--- src/csp_params.svh ---
// Register map, reset values and write masks of the converter serial port.
`ifndef CSP_PARAMS_SVH
`define CSP_PARAMS_SVH

// ==========================================================
// Register byte addresses
`define CSP_A_CTRL1   12'h000
`define CSP_A_CTRL2   12'h004
`define CSP_A_CLKDIV  12'h008
`define CSP_A_STATUS  12'h00C
`define CSP_A_RXSLOT  12'h010
`define CSP_A_TXSLOT  12'h014
// Buffer windows: address bits 11:4, word index in bits 3:2.
`define CSP_A_RXBUF   8'h02
`define CSP_A_TXBUF   8'h03

// ==========================================================
// Reset values and writable bits
`define CSP_RST16     16'h0000
`define CSP_RST12     12'h000
`define CSP_CTRL1_WM  16'hAFE3
`define CSP_CTRL2_WM  16'h0DEF
`define CSP_CLKDIV_WM 16'h0FFF
`define CSP_STAT_CLR  16'h000A

// ==========================================================
// Engine constants
`define CSP_MSB       4'hF
`define CSP_ONE10     10'h001
`define CSP_ZERO10    10'h000

`endif

--- src/converter_serial_port_pkg.sv ---
// Types shared by the converter serial port.
package converter_serial_port_pkg;

    // ==========================================================
    // Control register one layout.
    typedef struct packed {
        logic       port_enable;
        logic       rsv14;
        logic       idle_stop;
        logic       rsv12;
        logic       loopback_enable;
        logic       clock_direction;
        logic       clock_edge_select;
        logic       sync_direction;
        logic       underflow_mode;
        logic       output_idle_mode;
        logic       data_justify;
        logic [2:0] rsv4_2;
        logic [1:0] sync_mode;
    } ctrl_one_t;

    // ==========================================================
    // Control register two layout.
    typedef struct packed {
        logic [3:0] rsv15_12;
        logic [1:0] buffer_length;
        logic       rsv9;
        logic [3:0] frame_length;
        logic       rsv4;
        logic [3:0] word_size;
    } ctrl_two_t;

    // ==========================================================
    // Status register layout.
    typedef struct packed {
        logic [3:0] rsv15_12;
        logic [3:0] slot;
        logic [3:0] rsv7_4;
        logic       rx_overflow;
        logic       rx_full;
        logic       tx_underflow;
        logic       tx_empty;
    } status_t;

    // ==========================================================
    // Frame sync modes.
    typedef enum logic [1:0] {
        SYNC_MULTI = 2'h0,
        SYNC_I2S   = 2'h1,
        SYNC_AC16  = 2'h2,
        SYNC_AC20  = 2'h3
    } sync_mode_t;

    // ==========================================================
    // Serial engine states.
    typedef enum logic [2:0] {
        ST_IDLE = 3'h1,
        ST_WAIT = 3'h2,
        ST_RUN  = 3'h4
    } eng_state_t;

endpackage

--- src/converter_serial_port.sv ---
// Converter serial port: APB registers, shadow buffers and serial engine.
// Function
// - Words to 16 bits, 16 slots, 256-bit frame.
// - Buffer length code selects one to four words.
// - Clock direction makes bit clock input or output.
// - Serial out drives data, else float or zero.
// - Serial in pin is input only.
// - Sync direction makes frame sync input or output.
// - Received words left justified, low bits zero.
// - Short transmit words use buffer upper bits.
// - One 16-bit shift register, MSB first.
// - Shared 2-bit word counter addresses both buffers.
// - Engine works on shadow buffer copies.
// - Enable bit switches port and pin control.
// - Idle-stop bit halts port in idle.
// - Loopback routes serial out to serial in.
// - Edge select picks launch and sample edges.
// - Underflow resends last word or zeros.
// - Justify bit starts data with or after sync.
// - Sync mode selects I2S framing; multi and both AC-Link codes frame alike.
// - Frame length code plus one words.
// - Word size code plus one bits.
//
// Our own choices: the address map and the APB slave port.
`include "csp_params.svh"
`timescale 1ns/1ns
`default_nettype none

module converter_serial_port #(
    parameter int AW    = 12,
    parameter int WORDS = 4
) (
    // APB slave.
    input  wire logic          pclk,
    input  wire logic          presetn,
    input  wire logic          psel,
    input  wire logic          penable,
    input  wire logic          pwrite,
    input  wire logic [AW-1:0] paddr,
    input  wire logic [31:0]   pwdata,
    output var  logic [31:0]   prdata,
    output var  logic          pready,
    output var  logic          pslverr,
    // Processor power state.
    input  wire logic          cpu_idle,
    // Bit clock pin.
    input  wire logic          bit_clk_pin_i,
    output var  logic          bit_clk_pin_o,
    output var  logic          bit_clk_pin_oe_n,
    // Frame sync pin.
    input  wire logic          frame_sync_pin_i,
    output var  logic          frame_sync_pin_o,
    output var  logic          frame_sync_pin_oe_n,
    // Serial data pins.
    input  wire logic          serial_in_pin_i,
    output var  logic          serial_out_pin_o,
    output var  logic          serial_out_pin_oe_n
);

    // ==========================================================
    // Registers and state.
    converter_serial_port_pkg::ctrl_one_t  c1_q;
    converter_serial_port_pkg::ctrl_two_t  c2_q;
    converter_serial_port_pkg::status_t    st;
    converter_serial_port_pkg::eng_state_t state_q;
    logic [11:0] div_q;
    logic [11:0] bcg_q;
    logic [15:0] rse_q;
    logic [15:0] tse_q;
    logic [15:0] rx_buf_q [WORDS];
    logic [15:0] tx_buf_q [WORDS];
    logic [15:0] rx_sh_q  [WORDS];
    logic [15:0] tx_sh_q  [WORDS];
    logic        rov_q, rful_q, tunf_q, tmpty_q, txwr_q;
    logic [31:0] prdata_q;
    logic        pready_q, pslverr_q;
    logic [2:0]  sck_s, fs_s;
    logic [1:0]  sdi_s;
    logic        sck_q, lv_q, fs_prev_q, start_pend_q;
    logic [15:0] sh_q;
    logic [3:0]  bitc_q, slot_q;
    logic [1:0]  wcnt_q;
    logic [9:0]  fpos_q;
    logic        tx_act_q;
    logic        sdo_q, sdo_oe_n_q, fs_o_q, fs_oe_n_q, sck_oe_n_q;

    // ==========================================================
    // Bus decode and read mux.
    logic        acc, wr, rd_done, hit, rxw, txw;
    logic [1:0]  bidx;
    logic [31:0] rd_d;

    assign acc  = psel & penable & pready_q;
    assign wr   = acc & pwrite;
    assign rxw  = paddr[11:4] == `CSP_A_RXBUF;
    assign txw  = paddr[11:4] == `CSP_A_TXBUF;
    assign bidx = paddr[3:2];
    assign rd_done = acc & ~pwrite & rxw;

    always_comb begin
        st          = '0;
        st.slot     = slot_q;
        st.rx_overflow  = rov_q;
        st.rx_full      = rful_q;
        st.tx_underflow = tunf_q;
        st.tx_empty     = tmpty_q;
        rd_d = '0;
        hit  = 1'b1;
        if (rxw) begin
            rd_d[15:0] = rx_buf_q[bidx];
        end else if (txw) begin
            rd_d[15:0] = tx_buf_q[bidx];
        end else begin
            case (paddr)
                `CSP_A_CTRL1:  rd_d[15:0] = c1_q;
                `CSP_A_CTRL2:  rd_d[15:0] = c2_q;
                `CSP_A_CLKDIV: rd_d[11:0] = bcg_q;
                `CSP_A_STATUS: rd_d[15:0] = st;
                `CSP_A_RXSLOT: rd_d[15:0] = rse_q;
                `CSP_A_TXSLOT: rd_d[15:0] = tse_q;
                default:       hit = 1'b0;
            endcase
        end
    end

    // One wait state; data captured in the setup cycle.
    always_ff @(posedge pclk or negedge presetn) begin
        if (!presetn) begin
            pready_q  <= 1'b0;
            pslverr_q <= 1'b0;
            prdata_q  <= '0;
        end else begin
            pready_q  <= psel & penable & ~pready_q;
            pslverr_q <= psel & penable & ~pready_q & ~hit;
            if (psel & ~penable) begin
                prdata_q <= rd_d;
            end
        end
    end

    // ==========================================================
    // Control registers.
    always_ff @(posedge pclk or negedge presetn) begin
        if (!presetn) begin
            c1_q  <= `CSP_RST16;
            c2_q  <= `CSP_RST16;
            bcg_q <= `CSP_RST12;
            rse_q <= `CSP_RST16;
            tse_q <= `CSP_RST16;
        end else if (wr) begin
            case (paddr)
                `CSP_A_CTRL1:  c1_q  <= pwdata[15:0] & `CSP_CTRL1_WM;
                `CSP_A_CTRL2:  c2_q  <= pwdata[15:0] & `CSP_CTRL2_WM;
                `CSP_A_CLKDIV: bcg_q <= pwdata[11:0];
                `CSP_A_RXSLOT: rse_q <= pwdata[15:0];
                `CSP_A_TXSLOT: tse_q <= pwdata[15:0];
                default:       ;
            endcase
        end
    end

    // ==========================================================
    // Pin synchronisers and bit clock edges.
    logic en, run, lv, rise, fall, launch, smpl, din, tick;

    always_ff @(posedge pclk or negedge presetn) begin
        if (!presetn) begin
            sck_s <= '0;
            fs_s  <= '0;
            sdi_s <= '0;
        end else begin
            sck_s <= {sck_s[1:0], bit_clk_pin_i};
            fs_s  <= {fs_s[1:0], frame_sync_pin_i};
            sdi_s <= {sdi_s[0], serial_in_pin_i};
        end
    end

    assign en   = c1_q.port_enable;
    assign run  = en & ~(c1_q.idle_stop & cpu_idle);
    assign tick = div_q == bcg_q;
    assign lv   = c1_q.clock_direction ? sck_s[1] : sck_q;
    assign rise = run & lv & ~lv_q;
    assign fall = run & ~lv & lv_q;
    assign launch = c1_q.clock_edge_select ? fall : rise;
    assign smpl   = c1_q.clock_edge_select ? rise : fall;
    assign din = c1_q.loopback_enable ? sdo_q : sdi_s[1];

    always_ff @(posedge pclk or negedge presetn) begin
        if (!presetn) begin
            div_q <= `CSP_RST12;
            sck_q <= 1'b0;
            lv_q  <= 1'b0;
        end else begin
            lv_q <= run ? lv : 1'b0;
            if (!run || c1_q.clock_direction) begin
                div_q <= `CSP_RST12;
                sck_q <= 1'b0;
            end else if (tick) begin
                div_q <= `CSP_RST12;
                sck_q <= ~sck_q;
            end else begin
                div_q <= div_q + 12'h001;
            end
        end
    end

    // ==========================================================
    // Frame timing.
    logic [9:0] fbits;
    logic       i2s, int_sync, frame_go, slot_last, word_end, slot_en, swap;
    logic [15:0] load, rx_word;

    assign fbits = ({6'h00, c2_q.frame_length} + `CSP_ONE10)
                 * ({6'h00, c2_q.word_size} + `CSP_ONE10);
    assign i2s = c1_q.sync_mode == converter_serial_port_pkg::SYNC_I2S;
    assign int_sync = ~c1_q.sync_direction;
    assign frame_go = launch & (int_sync ? fpos_q == `CSP_ZERO10 : start_pend_q);
    assign slot_last = slot_q == c2_q.frame_length;
    assign word_end  = smpl & (state_q == converter_serial_port_pkg::ST_RUN)
                     & (bitc_q == c2_q.word_size);
    assign slot_en   = rse_q[slot_q] | tse_q[slot_q];
    assign swap      = word_end & slot_en & (wcnt_q == c2_q.buffer_length);
    // take upper bits of transmit word
    assign load      = tse_q[slot_q] ? tx_sh_q[wcnt_q] : `CSP_RST16;
    assign rx_word   = {sh_q[14:0], din} << (`CSP_MSB - c2_q.word_size);

    always_ff @(posedge pclk or negedge presetn) begin
        if (!presetn) begin
            fpos_q <= `CSP_ZERO10;
            fs_o_q <= 1'b0;
        end else if (!run) begin
            fpos_q <= `CSP_ZERO10;
            fs_o_q <= 1'b0;
        end else if (launch) begin
            fpos_q <= (fpos_q + `CSP_ONE10 >= fbits) ? `CSP_ZERO10 : fpos_q + `CSP_ONE10;
            fs_o_q <= i2s ? (fpos_q >= (fbits >> 1)) : (fpos_q == `CSP_ZERO10);
        end
    end

    always_ff @(posedge pclk or negedge presetn) begin
        if (!presetn) begin
            fs_prev_q    <= 1'b0;
            start_pend_q <= 1'b0;
        end else if (!run) begin
            fs_prev_q    <= 1'b0;
            start_pend_q <= 1'b0;
        end else begin
            if (smpl) begin
                fs_prev_q <= fs_s[1];
            end
            if (smpl && (i2s ? (fs_prev_q & ~fs_s[1]) : (fs_s[1] & ~fs_prev_q))) begin
                start_pend_q <= 1'b1;
            end else if (launch) begin
                start_pend_q <= 1'b0;
            end
        end
    end

    // ==========================================================
    // Serial engine.
    always_ff @(posedge pclk or negedge presetn) begin
        if (!presetn) begin
            state_q  <= converter_serial_port_pkg::ST_IDLE;
            bitc_q   <= '0;
            slot_q   <= '0;
            sh_q     <= `CSP_RST16;
            tx_act_q <= 1'b0;
        end else if (!en) begin
            state_q  <= converter_serial_port_pkg::ST_IDLE;
            bitc_q   <= '0;
            slot_q   <= '0;
            tx_act_q <= 1'b0;
        end else begin
            if (smpl && state_q == converter_serial_port_pkg::ST_RUN) begin
                sh_q <= {sh_q[14:0], din};
            end
            if (launch) begin
                case (state_q)
                    converter_serial_port_pkg::ST_IDLE,
                    converter_serial_port_pkg::ST_WAIT: begin
                        if ((frame_go && c1_q.data_justify) ||
                            state_q == converter_serial_port_pkg::ST_WAIT) begin
                            state_q  <= converter_serial_port_pkg::ST_RUN;
                            slot_q   <= '0;
                            bitc_q   <= '0;
                            sh_q     <= tse_q[0] ? tx_sh_q[wcnt_q] : `CSP_RST16;
                            tx_act_q <= tse_q[0];
                        end else if (frame_go) begin
                            state_q <= converter_serial_port_pkg::ST_WAIT;
                        end
                    end
                    converter_serial_port_pkg::ST_RUN: begin
                        if (bitc_q != c2_q.word_size) begin
                            bitc_q <= bitc_q + 4'h1;
                        end else if (frame_go && c1_q.data_justify) begin
                            slot_q   <= '0;
                            bitc_q   <= '0;
                            sh_q     <= tse_q[0] ? tx_sh_q[wcnt_q] : `CSP_RST16;
                            tx_act_q <= tse_q[0];
                        end else if (frame_go) begin
                            state_q  <= converter_serial_port_pkg::ST_WAIT;
                            tx_act_q <= 1'b0;
                        end else if (slot_last) begin
                            state_q  <= converter_serial_port_pkg::ST_IDLE;
                            tx_act_q <= 1'b0;
                        end else begin
                            slot_q   <= slot_q + 4'h1;
                            bitc_q   <= '0;
                            sh_q     <= tse_q[slot_q + 4'h1] ? tx_sh_q[wcnt_q] : `CSP_RST16;
                            tx_act_q <= tse_q[slot_q + 4'h1];
                        end
                    end
                    default: state_q <= converter_serial_port_pkg::ST_IDLE;
                endcase
            end
        end
    end

    always_ff @(posedge pclk or negedge presetn) begin
        if (!presetn) begin
            wcnt_q <= '0;
        end else if (!en) begin
            wcnt_q <= '0;
        end else if (word_end && slot_en) begin
            wcnt_q <= swap ? 2'h0 : wcnt_q + 2'h1;
        end
    end

    // ==========================================================
    // Shadow buffers and status.
    always_ff @(posedge pclk or negedge presetn) begin
        if (!presetn) begin
            for (int i = 0; i < WORDS; i++) begin
                rx_sh_q[i]  <= `CSP_RST16;
                tx_sh_q[i]  <= `CSP_RST16;
                rx_buf_q[i] <= `CSP_RST16;
                tx_buf_q[i] <= `CSP_RST16;
            end
        end else begin
            if (word_end && rse_q[slot_q]) begin
                rx_sh_q[wcnt_q] <= rx_word;
            end
            for (int i = 0; i < WORDS; i++) begin
                if (swap) begin
                    rx_buf_q[i] <= (i[1:0] == wcnt_q && rse_q[slot_q]) ? rx_word : rx_sh_q[i];
                    tx_sh_q[i] <= (txwr_q || c1_q.underflow_mode) ? tx_buf_q[i] : `CSP_RST16;
                end
                if (wr && txw && bidx == i[1:0]) begin
                    tx_buf_q[i] <= pwdata[15:0];
                end
            end
        end
    end

    // Flags: hardware set wins over software clear.
    always_ff @(posedge pclk or negedge presetn) begin
        if (!presetn) begin
            rov_q   <= 1'b0;
            rful_q  <= 1'b0;
            tunf_q  <= 1'b0;
            tmpty_q <= 1'b1;
            txwr_q  <= 1'b0;
        end else begin
            rov_q   <= (swap & rful_q) |
                       (rov_q & ~(wr && paddr == `CSP_A_STATUS && pwdata[3]));
            rful_q  <= swap | (rful_q & ~rd_done);
            tunf_q  <= (swap & ~txwr_q) |
                       (tunf_q & ~(wr && paddr == `CSP_A_STATUS && pwdata[1]));
            tmpty_q <= swap | (tmpty_q & ~(wr & txw));
            txwr_q  <= (wr & txw) | (txwr_q & ~swap);
        end
    end

    // ==========================================================
    // Pin drivers, enables low while driving.
    always_ff @(posedge pclk or negedge presetn) begin
        if (!presetn) begin
            sdo_q       <= 1'b0;
            sdo_oe_n_q  <= 1'b1;
            fs_oe_n_q   <= 1'b1;
            sck_oe_n_q  <= 1'b1;
        end else begin
            sdo_q      <= tx_act_q & sh_q[15];
            sdo_oe_n_q <= ~(en & (tx_act_q | ~c1_q.output_idle_mode));
            fs_oe_n_q  <= ~(en & ~c1_q.sync_direction);
            sck_oe_n_q <= ~(en & ~c1_q.clock_direction);
        end
    end

    assign prdata              = prdata_q;
    assign pready              = pready_q;
    assign pslverr             = pslverr_q;
    assign bit_clk_pin_o       = sck_q;
    assign bit_clk_pin_oe_n    = sck_oe_n_q;
    assign frame_sync_pin_o    = fs_o_q;
    assign frame_sync_pin_oe_n = fs_oe_n_q;
    assign serial_out_pin_o    = sdo_q;
    assign serial_out_pin_oe_n = sdo_oe_n_q;

endmodule

`default_nettype wire

--- config.mk ---
export PLATFORM = sky130hd
export DESIGN_NAME = converter_serial_port
export DESIGN_NICKNAME = d
export VERILOG_FILES = /design/src/converter_serial_port_pkg.sv /design/src/converter_serial_port.sv
export VERILOG_INCLUDE_DIRS = /design/src
export SDC_FILE = /design/constraint.sdc
export NUM_CORES = 1
export LEC_CHECK = 0
export BUFFER_PORTS_ARGS = -buffer_cell sky130_fd_sc_hd__buf_2
export CORE_ASPECT_RATIO = 0.7
export CORE_MARGIN = 2
export CORE_UTILIZATION = 55
export CTS_CLUSTER_SIZE = 40
export DETAILED_ROUTE_END_ITERATION = 7
export GPL_TIMING_DRIVEN = 0
export PLACE_DENSITY = 0.79
export SKIP_CTS_REPAIR_TIMING = 1
export SLEW_MARGIN = 20
export SYNTH_ARGS = -nofsm -noshare
export SYNTH_HDL_FRONTEND = slang
export SYNTH_SLANG_ARGS = --single-unit
--- constraint.sdc ---
create_clock -name pclk -period 7.87 [get_ports pclk]
set_input_delay 0 -clock pclk [delete_from_list [all_inputs] [get_ports pclk]]
set_output_delay 0 -clock pclk [all_outputs]
set_load 0.02 [all_outputs]
## Word level (Yosys, flattened, before mapping)

Index checks and enable logic that the tools add are counted.

| storage, ports and cells | value |
|---|---|
| flip-flop bits (word level) | 411 |
| input port bits | 53 |
| word-level logic and storage cells | 316 |

| cells by class | value |
|---|---|
| add/subtract/negate cells | 8 |
| $mul | 1 |
| order comparisons | 7 |
| equal/unequal tests | 37 |
| shift operators | 1 |
| multiplexer cells | 100 |
| bitwise logic cells | 64 |
| reductions and logical operators | 38 |

Operators by type and width:

| cell | number |
|---|---|
| 16-bit 2-to-1 mux | 26 |
| 16-bit binary-select mux with 2-bit select | 3 |
| 12-bit case mux with 6 select lines | 1 |
| 64-bit bitwise mux | 1 |
| 4-bit 2-to-1 mux | 13 |
| 1-bit AND | 33 |
| 16-bit demux with 2-bit select | 1 |
| 16-bit case mux with 2 select lines | 1 |
| 1-bit 2-to-1 mux | 30 |
| 10-bit 2-to-1 mux | 3 |
| 12-bit by 4-bit == test with 1-bit output (second input constant) | 2 |
| 12-bit by 5-bit == test with 1-bit output (second input constant) | 2 |
| 12-bit 2-to-1 mux | 2 |
| 3-bit 2-to-1 mux | 8 |
| 1-bit NOT | 22 |
| 1-bit logical AND | 18 |
| 8-bit by 2-bit == test with 1-bit output (second input constant) | 2 |
| 4-bit case mux with 2 select lines | 2 |
| 16-bit by 4-bit << shifter with 16-bit output | 1 |
| 12-bit by 1-bit adder with 12-bit output (second input constant) | 1 |
| 1-bit binary-select mux with 4-bit select | 3 |
| 12-bit == test | 1 |
| 12-bit by 3-bit == test with 1-bit output (second input constant) | 1 |
| 12-bit logical NOT | 1 |
| other kinds (44) | 78 |

## Logic depth before layout (Yosys ltp)

Gate-level depths: netlist (run 1).

| depth | value |
|---|---|
| depth after elaboration | 14 |
| gate-level depth with buffers | 23 |
| gate-level depth less buffers | 20 |

## Least setup slack after synthesis (run 1)

No wires, ideal clock.

| path | value |
|---|---|
| path type | flip-flop to flip-flop |
| start point | reg c2_q[0] (netlist bit) |
| end point | reg fpos_q[1] |
| arrival | 5438 ps |
| data required time | 7749 ps |
| setup slack | 2311 ps |
| cell stages (with the launch flop) | 23 |
| buffers on the path | 3 |
| period minus slack after synthesis | 5559 ps |
| cells stage by stage | dfrtp_1 clkbuf_1 buf_1 clkbuf_1 nand3_1 xor2_1 nand2b_1 fa_1 fa_1 fa_1 inv_1 ha_1 a21oi_1 o21bai_1 a21oi_1 o21ai_0 xor2_1 ha_1 o21a_1 o21ai_0 a22oi_1 nor2_1 a22o_1 |

| between the ends | value |
|---|---|
| longest elaborated chain between the ends | 6 |

RTL lines:

| element | RTL line | RTL |
|---|---|---|
| from (decl) | converter_serial_port.sv:63 | `converter_serial_port_pkg::ctrl_two_t c2_q;` |
| from (signal assigned) | converter_serial_port.sv:146 | `` c2_q <= `CSP_RST16; `` |
| from (signal assigned) | converter_serial_port.sv:153 | `` `CSP_A_CTRL2: c2_q <= pwdata[15:0] & `CSP_CTRL2_WM; `` |
| 4-bit by 1-bit adder with 5-bit output (no line) | n/a |  |
| 5-bit by 5-bit multiplier with 10-bit output | converter_serial_port.sv:213 | `` assign fbits = ({6'h00, c2_q.frame_length} + `CSP_ONE10) `` |
| 10-bit greater-or-equal comparator | converter_serial_port.sv:235 | `` fpos_q <= (fpos_q + `CSP_ONE10 >= fbits) ? `CSP_ZERO10 : fpos_q + `CSP_ONE10; `` |
| 10-bit 2-to-1 mux (no line) | n/a |  |
| 10-bit 2-to-1 mux | converter_serial_port.sv:234 | `end else if (launch) begin` |
| 10-bit 2-to-1 mux | converter_serial_port.sv:231 | `end else if (!run) begin` |
| to (signal assigned) | converter_serial_port.sv:229 | `` fpos_q <= `CSP_ZERO10; `` |
| to (signal assigned) | converter_serial_port.sv:232 | `` fpos_q <= `CSP_ZERO10; `` |
| to (signal assigned) | converter_serial_port.sv:235 |  |
| to (decl) | converter_serial_port.sv:83 | `logic [9:0] fpos_q;` |

No other way between the ends. The select of a mux whose other input is x is not followed.
A chain may end at the register's enable or synchronous reset.

## Final worst setup path (run 1)

| path | value |
|---|---|
| start point | reg c2_q[0] (netlist bit) |
| end point | reg fpos_q[9] |

Same word-level chain as after synthesis.

==> flow_summary.toml, run 1 <==
[global_routing]
overflow = 0
grt_max_degree = 103
grt_pass1_vias = 17170
grt_usage_pct = 33.53
grt_pass1_wl_um = 104900
antenna_found_initial = 2

[finish]
drive_gt1_share_pct = 19.06
fillers = 3230
areaGrowthSynthToFinish_pct = 12.53
final_common_cell = "nand2_1"
final_cell_mix = "418 x nand2_1, 406 x dfrtp_1, 146 x mux2_2"
layout.nets = 2369
multiInputGateArea_sq_um = 10760
diodes = 0
seqCellArea_sq_um = 10290

[clock_tree]
htreeDepth = 2
cts_root_buf = "clkbuf_16"
cts_tree = "yes"
cts_buffer_depth = 3
path_clk_slew_ps = 70
clkSinkCount = 411
numCtsBuffers = 41
clk_latency_ps = 580

[worst_setup_path]
crit_start = "c2_q[0]"
end_kind = "register"
worst-setup-path-type = "register to register"
r2r_end = "fpos_q[9]"
r2r_start = "c2_q[0]"
worstSetupEndpoint = "fpos_q[9]"
crit_arrival_ps = 7340
crit_required_ps = 8360
worstSetupStartpointType = "register"
critPathMaxFanout = 10
ff2ff_path_depth = 22
timing.reg2reg.setup_slack_ps = 1020

[routing]
wirelength_um = 68980
route.detailed.drc = 0
viasPerCell = 6.306
ant_nets = 0
post_drt_wl_per_cell_um = 24.39
firstDrtPassIters = 8
via_count = 17830
initialDrtViolationCount = 2219

[timing]
slew_headroom_pct = 23.43
finalHoldViolations = 5
worstMarginPinSlew_ps = 1140
drv_slew = 0
fmax_mhz = 146.0
clock_skew_ps = 22.24
whs_ps = -25.03
setup_violations = 0
fin_crit_sh_pct = 87.02
layout_min_cycle_time_ps = 6848
rsz0062_at_grt = "no"
setup_slack_ps = 1022

[synthesis]
syn_area_sq_um = 21960
synth-edff-count = 0
postSynthAreaPerCell_sq_um = 10.40
yosys_warnings = 0
postSynthCellCount = 2113
ys.flop_type = "dfrtp_1"
seq_area_frac_synth_pct = 46.85
synthArstFlopShare_pct = 100.0
ys_types = 72
synth-seq-cells = 411

[pwr]
vdd_drop_max_mv = 0.1386
power.static_leakage_uw = 0.01179
power.density_nw_per_um2 = 171.5

[place]
gp_congestion = 0.9878
place_ws_ps = 1186
port-buffer-count = 58
dp_hpwl_um = 49910

[floorplan]
dieHeight_um = 171.2
initial_core_util_pct = 55.56
core_sq_um = 39540
floorplan.rows = 61
die_w_um = 242.9
ios = 93
die_area_sq_um = 41580

[run]
maxCapViolCount = 0

[status]
status = "complete, but fails checks"
violations = "negative hold slack"

[hold_path]
hp-class = "input port to async pin"
## cell usage after synthesis, drive strengths merged (11+ instances only)
library cell | n | area (sq um)
buf | 69 | 481.7
mux2i | 89 | 894.6
xor2 | 21 | 183.9
nor2b | 21 | 131.4
nand2 | 418 | 1569
xnor2 | 32 | 280.3
ha | 46 | 575.6
nor2 | 90 | 340.3
clkbuf | 79 | 296.5
o22ai | 14 | 87.58
nand2b | 25 | 171.4
a21oi | 77 | 385.4
nand4 | 14 | 87.58
inv | 52 | 195.2
mux2 | 148 | 1674
o21ai | 140 | 730.7
mux4 | 66 | 1486
or2 | 11 | 68.82
dfrtp | 406 | 10160
nor3 | 23 | 130.1
and2 | 11 | 68.82
a22oi | 35 | 262.8
nand3 | 100 | 500.5
and3 | 13 | 81.33
## cells by family (layout without fill, tap and decap cells)
| group | Yosys count | after routing | share of synthesized area (%) |
|---|---|---|---|
| fa+ha+maj | 55 | 55 | 3.441 |
| other cells | 1 | 16 | 0.01707 |
| flops | 411 | 411 | 46.85 |
| mux | 303 | 303 | 18.46 |
| simple gates | 741 | 741 | 14.87 |
| buf+inv | 200 | 365 | 4.432 |
| xor+xnor | 53 | 53 | 2.113 |
| compound gates | 349 | 349 | 9.809 |
## cell type report
| class | count | share of cell area [%] |
|---|---|---|
| multi-input combinational | 1517 | 43.54 |
| clock buffer | 63 | 4.895 |
| tap | 535 | 2.708 |
| inverter | 52 | 0.7897 |
| timing repair buffer | 90 | 2.794 |
| sequential | 411 | 41.64 |
| clock inverter | 12 | 0.4809 |
| buffer | 148 | 3.154 |
## metal layers
layer,share of wire (%),vias to the layer above,GRT usage [%]
li1,-,7700,-
met1,41,8914,47.62
met2,42,1043,47.49
met3,14,175,12.47
met4,3.3,2,11.28
met5,0.013,-,0
## flip-flops by register name, indices dropped and copies added (netlist names), 2 cells and up
signal,flops
fpos_q,10
sh_q,16
slot_q,4
bitc_q,4
tx_buf_q,64
tse_q,16
wcnt_q,2
div_q,12
tx_sh_q,64
sdi_s,2
rx_buf_q,64
prdata,16
fs_s,2
rx_sh_q,64
sck_s,2
c2_q,10
bcg_q,12
state_q,3
c1_q,10
rse_q,16
## metrics by stage
step / total power, uW / util (%) / std cells / setup TNS (ps) / cell area, sq um
finish: 4238 / 62.52 / 2828 / 0 / 24720
global route: 4354 / 62.52 / 2828 / 0 / 24720
CTS: 4233 / 61.81 / 2800 / 0 / 24440
detailed placement: 2288 / 58.45 / 2725 / 0 / 23110
global placement: 2279 / 58.13 / 2721 / -457370 / 22980
floorplan: 2200 / - / 2128 / 0 / 22020
## worst max-delay path: stages (launching register included)
cell       delay (ps)
dfrtp_1           360
clkbuf_1          350
buf_1             390
clkbuf_1          540
nand3_1           300
xor2_1            400
nand2b_1          180
fa_1              440
fa_1              460
fa_1              490
inv_1              40
ha_1              320
a21oi_1           230
o21bai_1          100
a21oi_1           250
xor2_1            140
ha_1              240
a2111oi_0         360
nand2_1           140
o211ai_1          200
nand2_1           190
nor2_1            430
a22o_1            240
## how the worst min path moves through the flow
stage	to	slack, ps	startpoint
2_1_floorplan	bcg_q[0]	-300	presetn
3_3_place_gp	sdi_s[0]	110	serial_in_pin_i
3_5_place_dp	fpos_q[1]	-40	presetn
4_1_cts	fpos_q[3]	-620	presetn
5_1_grt	fpos_q[1]	20	presetn
6_report	fpos_q[3]	-30	presetn
## power by group
part	internal (uW)	switching [uW]	leakage, uW	total [uW]
logic	40.1	103	0.00544	143
registers	2120	1.66	0.00571	2120
clock network	1100	876	0.000645	1980
Note: power is estimated with default switching activity, not from simulation.
==> run 2, diff against run 1 <==
--- a/config.mk
+++ b/config.mk
@@ -6,6 +6,7 @@
 export SDC_FILE = /design/constraint.sdc
 export NUM_CORES = 1
 export LEC_CHECK = 0
+export ABC_AREA = 1
 export BUFFER_PORTS_ARGS = -buffer_cell sky130_fd_sc_hd__buf_2
 export CORE_ASPECT_RATIO = 0.7
 export CORE_MARGIN = 2
==> run 2 against run 1 <==
The flow now finishes without violations. Via count increased by 19%. Critical path depth grew 5. Synthesized cell count grew 35%. Global-route usage up 5.8 points. Setup slack gained 860 ps. Synthesized area shrank 0.78%. Core utilization grew 0.57 points.
==> flow_summary.toml, run 2 <==
[synthesis]
synth-edff-count = 0
postSynthCellCount = 2853
syn_area_sq_um = 21790
ys.flop_type = "dfrtp_1"
postSynthAreaPerCell_sq_um = 7.639
yosys_warnings = 0
yosysTopAreaCellShare_pct = 46.62
synth-seq-cells = 411
seq_area_frac_synth_pct = 47.22
yosysTopAreaCell = "dfrtp_1"
synth_area_leaders = "dfrtp_1 47%, nand2_1 18%, o21ai_0 8.4%"
synthArstFlopShare_pct = 100.0
ys_top_cells_by_count = "1065 x nand2_1, 406 x dfrtp_1, 366 x o21ai_0, 193 x inv_1, 154 x nand3_1"
ys_types = 50
synth.most_common_cell = "nand2_1"

[global_routing]
grt_usage_pct = 39.35
grt_pass1_vias = 19470
met3_usage_pct = 20.16
overflow = 0
antenna_found_initial = 1
busiest_layer = "met1"
grt_pass1_wl_um = 120300
use_met1_pct = 57.95
grt_max_degree = 102
grt_use_met2_pct = 50.45

[timing]
slew_headroom_pct = 27.86
rsz0062_at_grt = "no"
drv_slew = 0
fmax_mhz = 167.1
worstMarginPinSlew_ps = 1071
fin_crit_sh_pct = 76.03
clock_skew_ps = 32.51
finalHoldViolations = 0
layout_min_cycle_time_ps = 5984
setup_violations = 0
setup_slack_ps = 1886
tns_ps = 0

[worst_setup_path]
worstSetupStartpointType = "register"
critPathMaxFanout = 10
end_kind = "register"
cp_top_family = "adder cells"
crit_arrival_ps = 6450
cpPeakStageDelay_ps = 540
worst-setup-path-type = "register to register"
crit_required_ps = 8340
cp_num_buf_inv = 7
cp_slowest_cell = "fa_1"

[pwr]
vdd_drop_max_mv = 0.1625
p_int_uw = 3276
p_comb_share_pct = 3.3
swShare_pct = 23.46
p_clk_share_pct = 47.3
power.static_leakage_uw = 0.01201
power.density_nw_per_um2 = 175.1
power_frac_seq_pct = 49.5
net-switching-power_uw = 1004

[routing]
initialDrtViolationCount = 2886
ant_nets = 0
via_count = 21170
firstDrtPassIters = 7
wirelength_um = 81010
route.detailed.drc = 0
post_drt_wl_per_cell_um = 22.82
viasPerCell = 5.964

[finish]
drive_gt1_share_pct = 7.779
final_cell_mix = "1065 x nand2_1, 406 x dfrtp_1, 366 x o21ai_0"
areaGrowthSynthToFinish_pct = 12.14
fillers = 3460
multiInputGateArea_sq_um = 9946
utilization_pct = 63.09
seqCellArea_sq_um = 10290
final_common_cell = "nand2_1"
layout.nets = 3100

[run]
maxCapViolCount = 0

[clock_tree]
clkSinkCount = 411
htreeDepth = 2
numCtsBuffers = 41
cts_tree = "yes"
clk_latency_ps = 580
cts_buffer_depth = 3
cts_root_buf = "clkbuf_16"
path_clk_slew_ps = 70

[floorplan]
core_sq_um = 38740
ios = 93
die_area_sq_um = 41260
initial_core_util_pct = 56.26
dieHeight_um = 170.5
floorplan.rows = 60
die_w_um = 241.9

[hold_path]
hp-class = "input port to async pin"

[status]
status = "complete, no violations"

[place]
place_ws_ps = 1995
gp_congestion = 0.9985
dp_hpwl_um = 62100
port-buffer-count = 60
-- run 2: cell types whose count changed after synthesis, sizes merged, moves of 25 or more --
cell	change
mux2	-148
inv	+151
nor2	+43
nand3	+56
o21ai	+250
mux2i	-87
nand2b	-25
nand2	+655
nand4	+39
mux4	-66
-- run 2: worst paths after layout --
| kind | start | endpoint | slack [ps] | depth (start not counted) |
|---|---|---|---|---|
| max | c2_q[1] | fpos_q[4] | 1890 | 27 |
| min | presetn | rx_sh_q[25] | 2 | 2 |
| max reg2reg | c2_q[1] | fpos_q[4] | 1890 | 27 |
| min reg2reg | sdi_s[0] | sdi_s[1] | 360 | 0 |
| max in group asynchronous | presetn | div_q[1] | 6460 | 4 |
| min in group pclk | paddr[3] | pslverr | 10 | 3 |
-- run 2: through the flow --
step                      cell area [sq um]  power (uW)  hold WS, ps  instances
final                                 24440        4280        2.208       3550
after floorplan                       21850        2197       -295.6       2868
after CTS                             24260        4272       -552.0       3531
after global placement                22810        2280        109.7       3455
after detailed placement              22930        2288        47.64       3459
after global routing                  24430        4378        7.710       3548
-- run 2: final cells by class --
cell class | count | share of cell area (%)
well taps | 527 | 2.698
clock inverters | 16 | 0.7475
repair buffers | 81 | 2.416
plain buffers | 157 | 3.420
diodes | 2 | 0.02048
clock buffers | 56 | 4.715
flip-flops and latches | 411 | 42.11
inverters | 207 | 3.179
multi-input cells | 2093 | 40.70
-- run 2: kinds of logic after synthesis --
group | share of synthesized area [%]
adders and majority gates | 3.468
xor gates and xnor gates | 1.527
AOI/OAI and AO/OA | 13.23
and+or+nand+nor | 27.05
buffers and inverters | 7.400
DFF | 47.22
other | 0.01721
muxes | 0.09186
-- run 2: per-layer routing --
| layer | share of wire, % | wire (um) |
|---|---|---|
| met1 | 43 | 34820 |
| met2 | 37 | 30330 |
| met3 | 17 | 14020 |
| met4 | 2.3 | 1835 |
| met5 | 0.0086 | 7 |
-- run 2: power groups by stage --
stage | Combinational, uW | Clock (uW) | Sequential [uW]
2_1_floorplan | 39.8 | 0 | 2160
6_report | 140 | 2020 | 2120
3_3_place_gp | 122 | 0 | 2160
4_1_cts | 132 | 2020 | 2120
3_5_place_dp | 131 | 0 | 2160
5_1_grt | 152 | 2110 | 2120
-- run 2: worst register-to-register path, cell delays in order (launching register included) --
cell	delay (ps)
dfrtp_1	360
buf_2	250
inv_1	170
buf_2	260
nor3_1	200
inv_1	70
nand2_1	80
inv_1	60
nor2_1	390
nand2_1	140
fa_1	540
fa_1	430
fa_1	490
inv_1	40
ha_1	320
a21oi_1	140
nand2_1	100
a21o_1	170
a21oi_1	200
o21ai_0	110
a21oi_1	170
xnor2_1	190
ha_1	280
o21ai_0	70
inv_1	60
nand2_1	100
nand2_1	260
o22ai_1	240
